===== src/pkg/wwd_pkg.sv =====
// Purpose: Constants for the windowed watchdog timer.
// Assumes: 32-bit Avalon-MM register bus, word offsets as byte addresses.
// Notes: Field positions and the reload, warn, window and tick divider reset values live here.
package wwd_pkg;
	localparam int CNT_W = 24;
	localparam logic [7:0] OFS_MODE = 8'h00;
	localparam logic [7:0] OFS_RELOAD = 8'h04;
	localparam logic [7:0] OFS_FEED = 8'h08;
	localparam logic [7:0] OFS_COUNT = 8'h0c;
	localparam logic [7:0] OFS_WARN = 8'h10;
	localparam logic [7:0] OFS_WINDOW = 8'h14;
	localparam logic [7:0] OFS_STATUS = 8'h18;
	localparam logic [7:0] OFS_MASK = 8'h1c;
	localparam logic [7:0] OFS_TICKDIV = 8'h20;
	localparam int MODE_EN = 0;
	localparam int MODE_RST = 1;
	localparam int MODE_PROT = 2;
	localparam int MODE_LOCK = 3;
	localparam int ST_TIMEOUT = 0;
	localparam int ST_WARN = 1;
	localparam int ST_FEEDERR = 2;
	localparam logic [7:0] FEED_FIRST = 8'haa;
	localparam logic [7:0] FEED_SECOND = 8'h55;
	localparam logic [23:0] RELOAD_MIN = 24'h0000ff;
	localparam logic [23:0] RELOAD_RST = 24'hffffff;
	localparam logic [23:0] WINDOW_RST = 24'hffffff;
	localparam logic [23:0] WARN_RST = 24'h000000;
	localparam logic [1:0] PRESCALE_LAST = 2'h3;
	localparam logic [15:0] TICKDIV_RST = 16'h0000;
	localparam logic [31:0] UNMAPPED_DATA = 32'h00000000;
endpackage


===== src/hdl/wwd_feed_seq.sv =====
// Purpose: Recognises the two-word feed sequence.
// Assumes: acc_i pulses once per accepted register access.
// Notes: Any other access between the two words breaks the sequence.
`timescale 1ns/1ps
`default_nettype none
module wwd_feed_seq (
	input wire logic clk_i,
	input wire logic rstn_i,
	input wire logic acc_i,
	input wire logic feed_wr_i,
	input wire logic [7:0] data_i,
	output logic feed_o,
	output logic error_o
);
	typedef enum logic {WWD_IDLE, WWD_ARMED} wwd_feed_t;
	wwd_feed_t state_reg;
	always_ff @(posedge clk_i) begin
		if (!rstn_i) begin
			state_reg <= WWD_IDLE;
			feed_o <= 1'b0;
			error_o <= 1'b0;
		end else begin
			feed_o <= 1'b0;
			error_o <= 1'b0;
			if (acc_i) begin
				unique case (state_reg)
					WWD_IDLE: begin
						if (feed_wr_i && data_i == wwd_pkg::FEED_FIRST) begin
							state_reg <= WWD_ARMED;
						end else if (feed_wr_i) begin
							error_o <= 1'b1;
						end
					end
					WWD_ARMED: begin
						state_reg <= WWD_IDLE;
						if (feed_wr_i && data_i == wwd_pkg::FEED_SECOND) begin
							feed_o <= 1'b1;
						end else begin
							error_o <= 1'b1;
						end
					end
				endcase
			end
		end
	end
endmodule
`default_nettype wire


===== src/hdl/wwd_tick_div.sv =====
// Purpose: Watchdog tick clock enable derived from the system clock.
// Assumes: Divider value is held steady by software.
// Notes: Tick pulses once every div_i+1 clocks.
`timescale 1ns/1ps
`default_nettype none
module wwd_tick_div (
	input wire logic clk_i,
	input wire logic rstn_i,
	input wire logic [15:0] div_i,
	output logic tick_o
);
	logic [15:0] cnt_reg;
	always_ff @(posedge clk_i) begin
		if (!rstn_i) begin
			cnt_reg <= 16'h0000;
			tick_o <= 1'b0;
		end else if (cnt_reg >= div_i) begin
			cnt_reg <= 16'h0000;
			tick_o <= 1'b1;
		end else begin
			cnt_reg <= cnt_reg + 16'h0001;
			tick_o <= 1'b0;
		end
	end
endmodule
`default_nettype wire


===== src/hdl/wwd_top.sv =====
// Purpose: Windowed watchdog timer with Avalon-MM register slave.
// Assumes: Single clock; tick clock is an enable from a divider.
// Notes: Counter steps once every four ticks.
// Notes on behaviour
// Enable set plus feed runs counter permanently
// Writing zero to enable has no effect
// Warning raised one tick after compare
// Each feed reloads counter from reload value
// Reload writes below 0xFF store 0xFF
// Counter decrements every four ticks
// Protected early reload write causes reset
// Feed above window value is watchdog event
// Counter 24 bits; all-ones window disables
// Software feeds before timeout, else reset
// Timeout flag set on counter expiry
// Warning flag set below warning value
// Reset-on-timeout chooses reset or flag only
// Oscillator lock blocks power-down until reset
// Feed is two fixed words in order
// Flags cleared individually by selecting write
// Warning value zero gives no warning
// Feed words 0xAA then 0x55, else error
// Write one clears flag, zero keeps
//
// The Avalon-MM slave port and the address map are this design's own decisions.
`timescale 1ns/1ps
`default_nettype none
module wwd_top (
	input wire logic clk_i,
	input wire logic rstn_i,
	input wire logic [5:0] avs_address_i,
	input wire logic avs_read_i,
	input wire logic avs_write_i,
	input wire logic [31:0] avs_writedata_i,
	input wire logic [3:0] avs_byteenable_i,
	output logic [31:0] avs_readdata_o,
	output logic avs_waitrequest_o,
	output logic irq_o,
	output logic chip_reset_o,
	output logic osc_lock_o
);
	localparam int W = wwd_pkg::CNT_W;

	logic [3:0] mode_reg;
	logic [W-1:0] reload_reg;
	logic [W-1:0] counter_reg;
	logic [W-1:0] warn_reg;
	logic [W-1:0] window_reg;
	logic [2:0] status_reg;
	logic [2:0] mask_reg;
	logic [15:0] tickdiv_reg;
	logic [1:0] presc_reg;
	logic running_reg;
	logic warn_seen_reg;
	logic ack_reg;
	logic tick;
	logic feed;
	logic feed_err;
	logic wr_acc;
	logic rd_acc;
	logic [7:0] byte_addr;
	logic step;
	logic expire;
	logic win_violation;
	logic prot_violation;
	logic wd_event;
	logic warn_set;
	logic [W-1:0] reload_next;

	// One wait state per access: request seen, then acknowledged next edge
	assign wr_acc = avs_write_i && ack_reg;
	assign rd_acc = avs_read_i && ack_reg;
	assign byte_addr = {avs_address_i, 2'b00};

	always_ff @(posedge clk_i) begin
		if (!rstn_i) begin
			ack_reg <= 1'b0;
		end else begin
			ack_reg <= (avs_read_i || avs_write_i) && !ack_reg;
		end
	end

	always_comb begin
		avs_waitrequest_o = !ack_reg;
	end

	wwd_tick_div u_div (
		.clk_i(clk_i),
		.rstn_i(rstn_i),
		.div_i(tickdiv_reg),
		.tick_o(tick)
	);

	wwd_feed_seq u_feed (
		.clk_i(clk_i),
		.rstn_i(rstn_i),
		.acc_i(wr_acc || rd_acc),
		.feed_wr_i(wr_acc && byte_addr == wwd_pkg::OFS_FEED),
		.data_i(avs_writedata_i[7:0]),
		.feed_o(feed),
		.error_o(feed_err)
	);

	assign step = running_reg && tick && presc_reg == wwd_pkg::PRESCALE_LAST;
	assign expire = step && counter_reg == '0;
	assign win_violation = feed && running_reg && counter_reg > window_reg;
	assign prot_violation = wr_acc && byte_addr == wwd_pkg::OFS_RELOAD
		&& mode_reg[wwd_pkg::MODE_PROT]
		&& !(counter_reg < warn_reg && counter_reg < window_reg);
	assign wd_event = expire || win_violation || prot_violation || feed_err;

	always_comb begin
		reload_next = avs_writedata_i[W-1:0];
		if (reload_next < wwd_pkg::RELOAD_MIN) begin
			reload_next = wwd_pkg::RELOAD_MIN;
		end
	end

	always_ff @(posedge clk_i) begin
		if (!rstn_i) begin
			mode_reg <= 4'h0;
			reload_reg <= wwd_pkg::RELOAD_RST;
			warn_reg <= wwd_pkg::WARN_RST;
			window_reg <= wwd_pkg::WINDOW_RST;
			mask_reg <= 3'h0;
			tickdiv_reg <= wwd_pkg::TICKDIV_RST;
		end else if (wr_acc) begin
			unique case (byte_addr)
				wwd_pkg::OFS_MODE: begin
					// Enable and lock are sticky; only reset clears them
					mode_reg[wwd_pkg::MODE_EN] <= mode_reg[wwd_pkg::MODE_EN]
						| avs_writedata_i[wwd_pkg::MODE_EN];
					mode_reg[wwd_pkg::MODE_LOCK] <= mode_reg[wwd_pkg::MODE_LOCK]
						| avs_writedata_i[wwd_pkg::MODE_LOCK];
					mode_reg[wwd_pkg::MODE_RST] <= avs_writedata_i[wwd_pkg::MODE_RST];
					mode_reg[wwd_pkg::MODE_PROT] <= avs_writedata_i[wwd_pkg::MODE_PROT];
				end
				wwd_pkg::OFS_RELOAD: reload_reg <= reload_next;
				wwd_pkg::OFS_WARN: warn_reg <= avs_writedata_i[W-1:0];
				wwd_pkg::OFS_WINDOW: window_reg <= avs_writedata_i[W-1:0];
				wwd_pkg::OFS_MASK: mask_reg <= avs_writedata_i[2:0];
				wwd_pkg::OFS_TICKDIV: tickdiv_reg <= avs_writedata_i[15:0];
				default: begin
				end
			endcase
		end
	end

	// Counter and prescaler
	always_ff @(posedge clk_i) begin
		if (!rstn_i) begin
			counter_reg <= wwd_pkg::RELOAD_RST;
			presc_reg <= 2'h0;
			running_reg <= 1'b0;
		end else begin
			if (feed && mode_reg[wwd_pkg::MODE_EN]) begin
				running_reg <= 1'b1;
			end
			if (feed) begin
				counter_reg <= reload_reg;
				presc_reg <= 2'h0;
			end else if (running_reg && tick) begin
				presc_reg <= presc_reg + 2'h1;
				if (step) begin
					counter_reg <= (counter_reg == '0) ? reload_reg : counter_reg - 1'b1;
				end
			end
		end
	end

	// Warning one tick after counter reaches compare; zero compare disables
	always_ff @(posedge clk_i) begin
		if (!rstn_i) begin
			warn_seen_reg <= 1'b0;
		end else if (feed) begin
			warn_seen_reg <= 1'b0;
		end else if (running_reg && tick && warn_reg != '0 && counter_reg <= warn_reg) begin
			warn_seen_reg <= 1'b1;
		end
	end
	assign warn_set = running_reg && tick && warn_reg != '0
		&& counter_reg <= warn_reg && !warn_seen_reg && !feed;

	// Sticky status: set wins over write-one-to-clear
	always_ff @(posedge clk_i) begin
		if (!rstn_i) begin
			status_reg <= 3'h0;
		end else begin
			for (int i = 0; i < 3; i++) begin
				if (wr_acc && byte_addr == wwd_pkg::OFS_STATUS && avs_writedata_i[i]) begin
					status_reg[i] <= 1'b0;
				end
			end
			if (wd_event) begin
				status_reg[wwd_pkg::ST_TIMEOUT] <= 1'b1;
			end
			if (warn_set) begin
				status_reg[wwd_pkg::ST_WARN] <= 1'b1;
			end
			if (feed_err) begin
				status_reg[wwd_pkg::ST_FEEDERR] <= 1'b1;
			end
		end
	end

	always_ff @(posedge clk_i) begin
		if (!rstn_i) begin
			irq_o <= 1'b0;
			chip_reset_o <= 1'b0;
			osc_lock_o <= 1'b0;
		end else begin
			irq_o <= |(status_reg & mask_reg);
			// Chip reset held until this block itself is reset
			if (wd_event && (mode_reg[wwd_pkg::MODE_RST] || prot_violation)) begin
				chip_reset_o <= 1'b1;
			end
			osc_lock_o <= mode_reg[wwd_pkg::MODE_LOCK];
		end
	end

	always_ff @(posedge clk_i) begin
		if (!rstn_i) begin
			avs_readdata_o <= wwd_pkg::UNMAPPED_DATA;
		end else if (avs_read_i && !ack_reg) begin
			unique case (byte_addr)
				wwd_pkg::OFS_MODE: avs_readdata_o <= {28'h0, mode_reg};
				wwd_pkg::OFS_RELOAD: avs_readdata_o <= {8'h00, reload_reg};
				wwd_pkg::OFS_COUNT: avs_readdata_o <= {8'h00, counter_reg};
				wwd_pkg::OFS_WARN: avs_readdata_o <= {8'h00, warn_reg};
				wwd_pkg::OFS_WINDOW: avs_readdata_o <= {8'h00, window_reg};
				wwd_pkg::OFS_STATUS: avs_readdata_o <= {29'h0, status_reg};
				wwd_pkg::OFS_MASK: avs_readdata_o <= {29'h0, mask_reg};
				wwd_pkg::OFS_TICKDIV: avs_readdata_o <= {16'h0000, tickdiv_reg};
				default: avs_readdata_o <= wwd_pkg::UNMAPPED_DATA;
			endcase
		end
	end
endmodule
`default_nettype wire


===== config.mk =====
export PLATFORM = sky130hd
export DESIGN_NAME = wwd_top
export DESIGN_NICKNAME = d
export VERILOG_FILES = /design/src/pkg/wwd_pkg.sv /design/src/hdl/wwd_feed_seq.sv /design/src/hdl/wwd_tick_div.sv /design/src/hdl/wwd_top.sv
export SDC_FILE = /design/constraint.sdc
export NUM_CORES = 1
export LEC_CHECK = 0
export ABC_AREA = 1
export ABC_CLOCK_PERIOD_IN_PS = 4050
export BUFFER_PORTS_ARGS = -buffer_cell sky130_fd_sc_hd__buf_2
export CORE_MARGIN = 2
export CORE_UTILIZATION = 55
export CTS_CLUSTER_SIZE = 30
export DETAILED_ROUTE_END_ITERATION = 10
export MAX_ROUTING_LAYER = met4
export PLACE_DENSITY_LB_ADDON = 0.2
export SYNTH_ARGS = -nofsm -noshare
export SYNTH_HDL_FRONTEND = slang
export SYNTH_SLANG_ARGS = --single-unit

===== constraint.sdc =====
create_clock -name clk_i -period 4.05 [get_ports clk_i]
set_clock_uncertainty 0.15 [all_clocks]
set_input_delay 0 -clock clk_i [delete_from_list [all_inputs] [get_ports clk_i]]
set_output_delay 0 -clock clk_i [all_outputs]
set_load 0.01 [all_outputs]

* After elaboration in Yosys (flattened, before gate mapping) *
Index checks and enable logic that the tools add are counted.

storage, ports and cells
  input bits = 46
  output and inout bits = 36
  flip-flop bits (word level) = 182
  word-level logic and storage cells = 124

operators by class
  equal/unequal tests = 11
  $lt $le $gt $ge = 6
  reduce and logical (&&, ||, !) cells = 56
  multiplexer cells = 20
  add/subtract/negate cells = 3
  bitwise operators = 5

operators with widths
  operator                 number
  $pmux W24 S8             1
  $mux W24                 5
  $lt A24 B24 Y1           2
  $logic_and A1 B1 Y1      26
  $eq A6 B3 Y1 const B     4
  $gt A24 B24 Y1           1
  $le A24 B24 Y1           1
  $logic_not A24 Y1        1
  $lt A24 B8 Y1 const B    1
  $reduce_bool A24 Y1      1
  $sub A24 B1 Y24 const B  1
  $add A16 B1 Y16 const B  1
  $ge A16 B16 Y1           1
  $reduce_and A2 Y1        8
  $eq A6 B2 Y1 const B     2
  $mux W1                  12
  $reduce_bool A2 Y1       5
  $eq A8 B7 Y1 const B     1
  $eq A8 B8 Y1 const B     1
  $logic_not A8 Y1         1
  $eq A6 B1 Y1 const B     1
  $eq A6 B4 Y1 const B     1
  $logic_or A1 B1 Y1       6
  $logic_not A1 Y1         4
  9 further kinds          13

* Logic depth before layout (Yosys ltp) *
  depth in word-level cells = 7
  gate-level depth with buffers = 16
  depth with buffers taken out = 16

* By module *
From an unflattened synthesis, not the netlist that was laid out.

second synthesis, totals
  cell total of the unflattened synthesis = 1385
  area, all modules = 9804.4 um^2

by module, submodules not included
  module        cells each  instances  seq. area each (um^2)  area each (um^2)
  wwd_top       1183        1          3083.0                 8404.3
  wwd_tick_div  169         1          340.3                  1206.2
  wwd_feed_seq  33          1          60.1                   193.9

* Least setup slack after synthesis *
OpenSTA, ideal clock, no wires.

  path kind = register to register
  start point = reg tickdiv_reg[15]
  end point = reg u_div.cnt_reg[13]
  required time = 3.783 ns
  data arrival time = 1.534 ns
  path buffers = 1
  period minus slack after synthesis = 1.801 ns
  setup slack = 2.249 ns
  stages on the path, launching flop included = 11
  library setup time = 0.117 ns
  cell sequence = dfxtp_1 inv_1 ha_1 nand2_1 inv_1 nand3_1 nor3_1 nand3_1 nand4_1 buf_2 nor2_1

between the ends
  word-level cells in the longest chain between the ends = 2

RTL lines
  what                        RTL line            source
  from (decl)                 wwd_top.sv:51       logic [15:0] tickdiv_reg;
  from (signal assigned)      wwd_top.sv:126      tickdiv_reg <= wwd_pkg::TICKDIV_RST;
  from (signal assigned)      wwd_top.sv:142      wwd_pkg::OFS_TICKDIV: tickdiv_reg <= avs_writedata_i[15:0];
  $ge A16 B16 Y1              wwd_tick_div.sv:17  end else if (cnt_reg >= div_i) begin
  $reduce_or A2 Y1 (no line)  n/a
  to (signal assigned)        wwd_tick_div.sv:21  cnt_reg <= cnt_reg + 16'h0001;
  to (decl)                   wwd_tick_div.sv:12  logic [15:0] cnt_reg;

Every way passes these cells.
A chain may end at the register's enable or synchronous reset.

* Final worst setup path *
  start point = in avs_address_i[4]
  end point = reg window_reg[22]

between the ends
  word-level cells in the longest chain between the ends = 2

RTL lines
  what                         RTL line        source
  from (decl)                  wwd_top.sv:31   input wire logic [5:0] avs_address_i,
  $eq A6 B3 Y1                 wwd_top.sv:128  unique case (byte_addr)
  $reduce_and A2 Y1 (no line)  n/a
  to (signal assigned)         wwd_top.sv:124  window_reg <= wwd_pkg::WINDOW_RST;
  to (signal assigned)         wwd_top.sv:140  wwd_pkg::OFS_WINDOW: window_reg <= avs_writedata_i[W-1:0];
  to (decl)                    wwd_top.sv:48   logic [W-1:0] window_reg;

Every way passes these cells.

==> summary.md <==
| Metric | Value |
|---|---|
| Minimum clock period | `~3600 ps` |
| Most frequent cells in the layout | `nand2_1, dfxtp_1, inv_1, a21oi_1, nor2_1` |
| Hold Startpoint | `avs_address_i[5]` |
| Distinct cell type count after synthesis | `between 40 and 50` |
| Setup crit end kind | `flop` |
| Die area | `18700 um^2` |
| Chip width | `approximately 140 um` |
| Worst hold path depth | `5` |
| R2r startpoint | `ack_reg` |
| Post-synthesis average cell area | `around 7.2 um^2` |
| Critical path class | `in2reg` |
| H-tree level count | `4` |
| R2R Path End | `window_reg[22]` |
| Yosys warning count | `0` |
| RSZ-0062 raised after global routing | `no` |
| Inserted Diodes | `0` |
| Hold Path Class | `in2reg` |
| Setup crit start kind | `primary input` |
| Final nets | `1519` |
| Routed Antenna Nets | `0` |
| First-pass iteration count of the detailed router | `5` |
| Final WL | `26800 um` |
| Worst-skew pair later-pin latency | `approximately 440 ps` |
| DP Area | `between 9000 and 10000 um^2` |
| Routability Congestion | `0.936` |
| TritonCTS clock tree | `done` |
| First-pass GRT wire length | `43100 um` |
| Tcrit/Tclk final | `0.892` |
| Grt total ovfl | `0` |
| Cells after Synth | `1340` |
| Clk slew on worst S/H paths | `roughly 70 ps` |
| Sequential fraction of design power | `0.478` |
| Crit path launch | `avs_address_i[4]` |
| Worst-path fanout max | `47` |
| DRC errors left | `0` |
| Number of global-route vias before repair | `8536` |
| # rows | `48` |
| CTS resizes | `0` |
| Final instance area | `11000 um^2` |
| Final Hold Vio Count | `0` |
| Worst vdd ir | `0.000300 V` |
| Final HPWL DP | `18500 um` |
| Clk sinks | `174` |
| Die height | `137 um` |
| Core Area | `17200 um^2` |
| Setup TNS | `0 ps` |
| Leakage | `around 4.9 nW` |
| Synth Cell Area | `9670 um^2` |
| Setup Viol. Count Final | `0` |
| Overall power | `~3.6 mW` |
| DR WL/cell | `16.3 um` |
| Yosys reg bits | `174` |
| M2 GR Usage | `0.482` |
| Status | `completed` |
| Initial Util | `0.561` |
| Comb power frac | `0.050` |
| FF-to-FF setup slack | `1560 ps` |
| Critical Path AT | `3790 ps` |
| Max Cap Viol | `0` |
| Switching Fraction | `0.237` |
| Synth-to-Final Area Change | `13.3%` |
| GR Util met3 | `0.0441` |
| DRT iter0 DRCs | `approximately 700` |
| Commonest non-fill, non-tap cell in the layout | `nand2_1` |
| Fmax | `~280 MHz` |
| Max-slew headroom | `0.272` |
| I/O pin cnt | `82` |
| Via/cell ratio | `5.64` |
| IO Port Bufs | `between 60 and 70` |
| Met1 GRT Util | `0.394` |
| Worst hold path endpoint | `tickdiv_reg[0]` |
| Top Usage Layer GRT | `met2` |
| Bufs on Longest Clock Path | `2` |
| Layout cell share with drive strength beyond 1 | `0.104` |
| Int Pwr | `2.75 mW` |
| Slew at the pin closest to its max-slew limit | `around 1100 ps` |
| Worst Path Required | `4230 ps` |
| Path depth of the worst reg2reg path | `4` |
| Clock Power Share | `0.472` |
| Final Slew Violations | `0` |
| CTS root buffer | `clkbuf_16` |
| Post-CTS Repair Setup Buffers | `0` |
| Pin count of the biggest net entering global routing | `66` |
| Vias | `9261` |
| Power Dens Cells | `~330 nW/um^2` |
| Sequential element share of the synthesized area | `0.360` |
| CTS Buf Count | `17` |
| CTS Hold Buffers Added | `36` |
| Antenna violations before repair | `0` |
| Gr usage total | `0.304` |
| Net Switching | `0.853 mW` |
## critical path: stages
cell and delay (ps):
dlygate4sd3_1 530, buf_2 130, nor2_4 110, dlygate4sd3_1 620, inv_2 80, nor2_8 160
nand2_2 410, nor2_4 960, o211ai_1 130, dlygate4sd3_1 600
## metal layers
layer  up-vias  share of wire
met3        49          0.055
li1       4619              -
met1      4291           0.45
met5         -              0
met4         0          0.026
met2       302           0.47
## stage by stage
| step | hold slack [ps] | utilization | cells | worst slack (ps) |
|---|---|---|---|---|
| after floorplan | -23.7 | - | 1347 | 2250 |
| after global placement | 111 | 0.580 | 1575 | 1710 |
| after detailed placement | 113 | 0.580 | 1575 | 1650 |
| after CTS | 91.9 | 0.636 | 1643 | 511 |
| after global routing | 119 | 0.636 | 1643 | 198 |
| final | 93.4 | 0.636 | 1643 | 437 |
## cell usage after synthesis (all sizes together)
cell type	count	area, um^2
nor2	116	538
xnor2	2	17.5
or3b	1	8.76
buf	36	228
o2111ai	1	8.76
o221ai	7	61.3
nand2	296	1150
a21oi	124	621
nor4	14	93.8
and2	1	6.26
o31ai	2	15.0
o211ai	46	370
xor2	17	149
a22o	1	8.76
and3	1	6.26
o21ai	113	569
inv	164	618
nor3	15	90.1
conb	1	3.75
o22ai	33	206
a21boi	1	7.51
nand3	58	305
dfxtp	174	3480
clkbuf	26	98.8
a21o	4	30.0
or2	1	6.26
a22oi	2	15.0
ha	68	851
nand4	15	109
## final cells by class
| cell class | count | area, um^2 |
|---|---|---|
| Clock buffer | 19 | 433 |
| Clock inverter | 13 | 166 |
| Fill cell | 1561 | 6280 |
| Inverter | 164 | 618 |
| Multi-Input combinational cell | 947 | 5280 |
| Sequential cell | 174 | 3480 |
| Tap cell | 225 | 282 |
| Timing Repair Buffer | 101 | 698 |
## how the worst max path moves through the flow
stage / to / slack (ps)
2_1_floorplan: u_div.cnt_reg[13] / 2250
3_5_place_dp: window_reg[16] / 1650
4_1_cts: window_reg[22] / 510
5_1_grt: window_reg[22] / 200
6_report: window_reg[22] / 440
3_3_place_gp: window_reg[11] / 1710
## logic make-up after synthesis
logic type / share of synthesized area
other: 0.000388
adder cells (fa/ha/maj): 0.0880
AO/OA/AOI/OAI: 0.198
buffers and inverters: 0.0977
flip-flops: 0.360
AND/OR/NAND/NOR: 0.239
XOR/XNOR: 0.0172
## power groups by stage
| stage | combinational, mW | clock [mW] | sequential (mW) |
|---|---|---|---|
| final | 0.180 | 1.70 | 1.72 |
| after global placement | 0.153 | 0 | 1.76 |
| after detailed placement | 0.154 | 0 | 1.76 |
| after CTS | 0.179 | 1.71 | 1.72 |
| after global routing | 0.196 | 1.79 | 1.72 |
| after floorplan | 0.0913 | 0 | 1.76 |
Note: power is estimated with default switching activity, not from simulation.
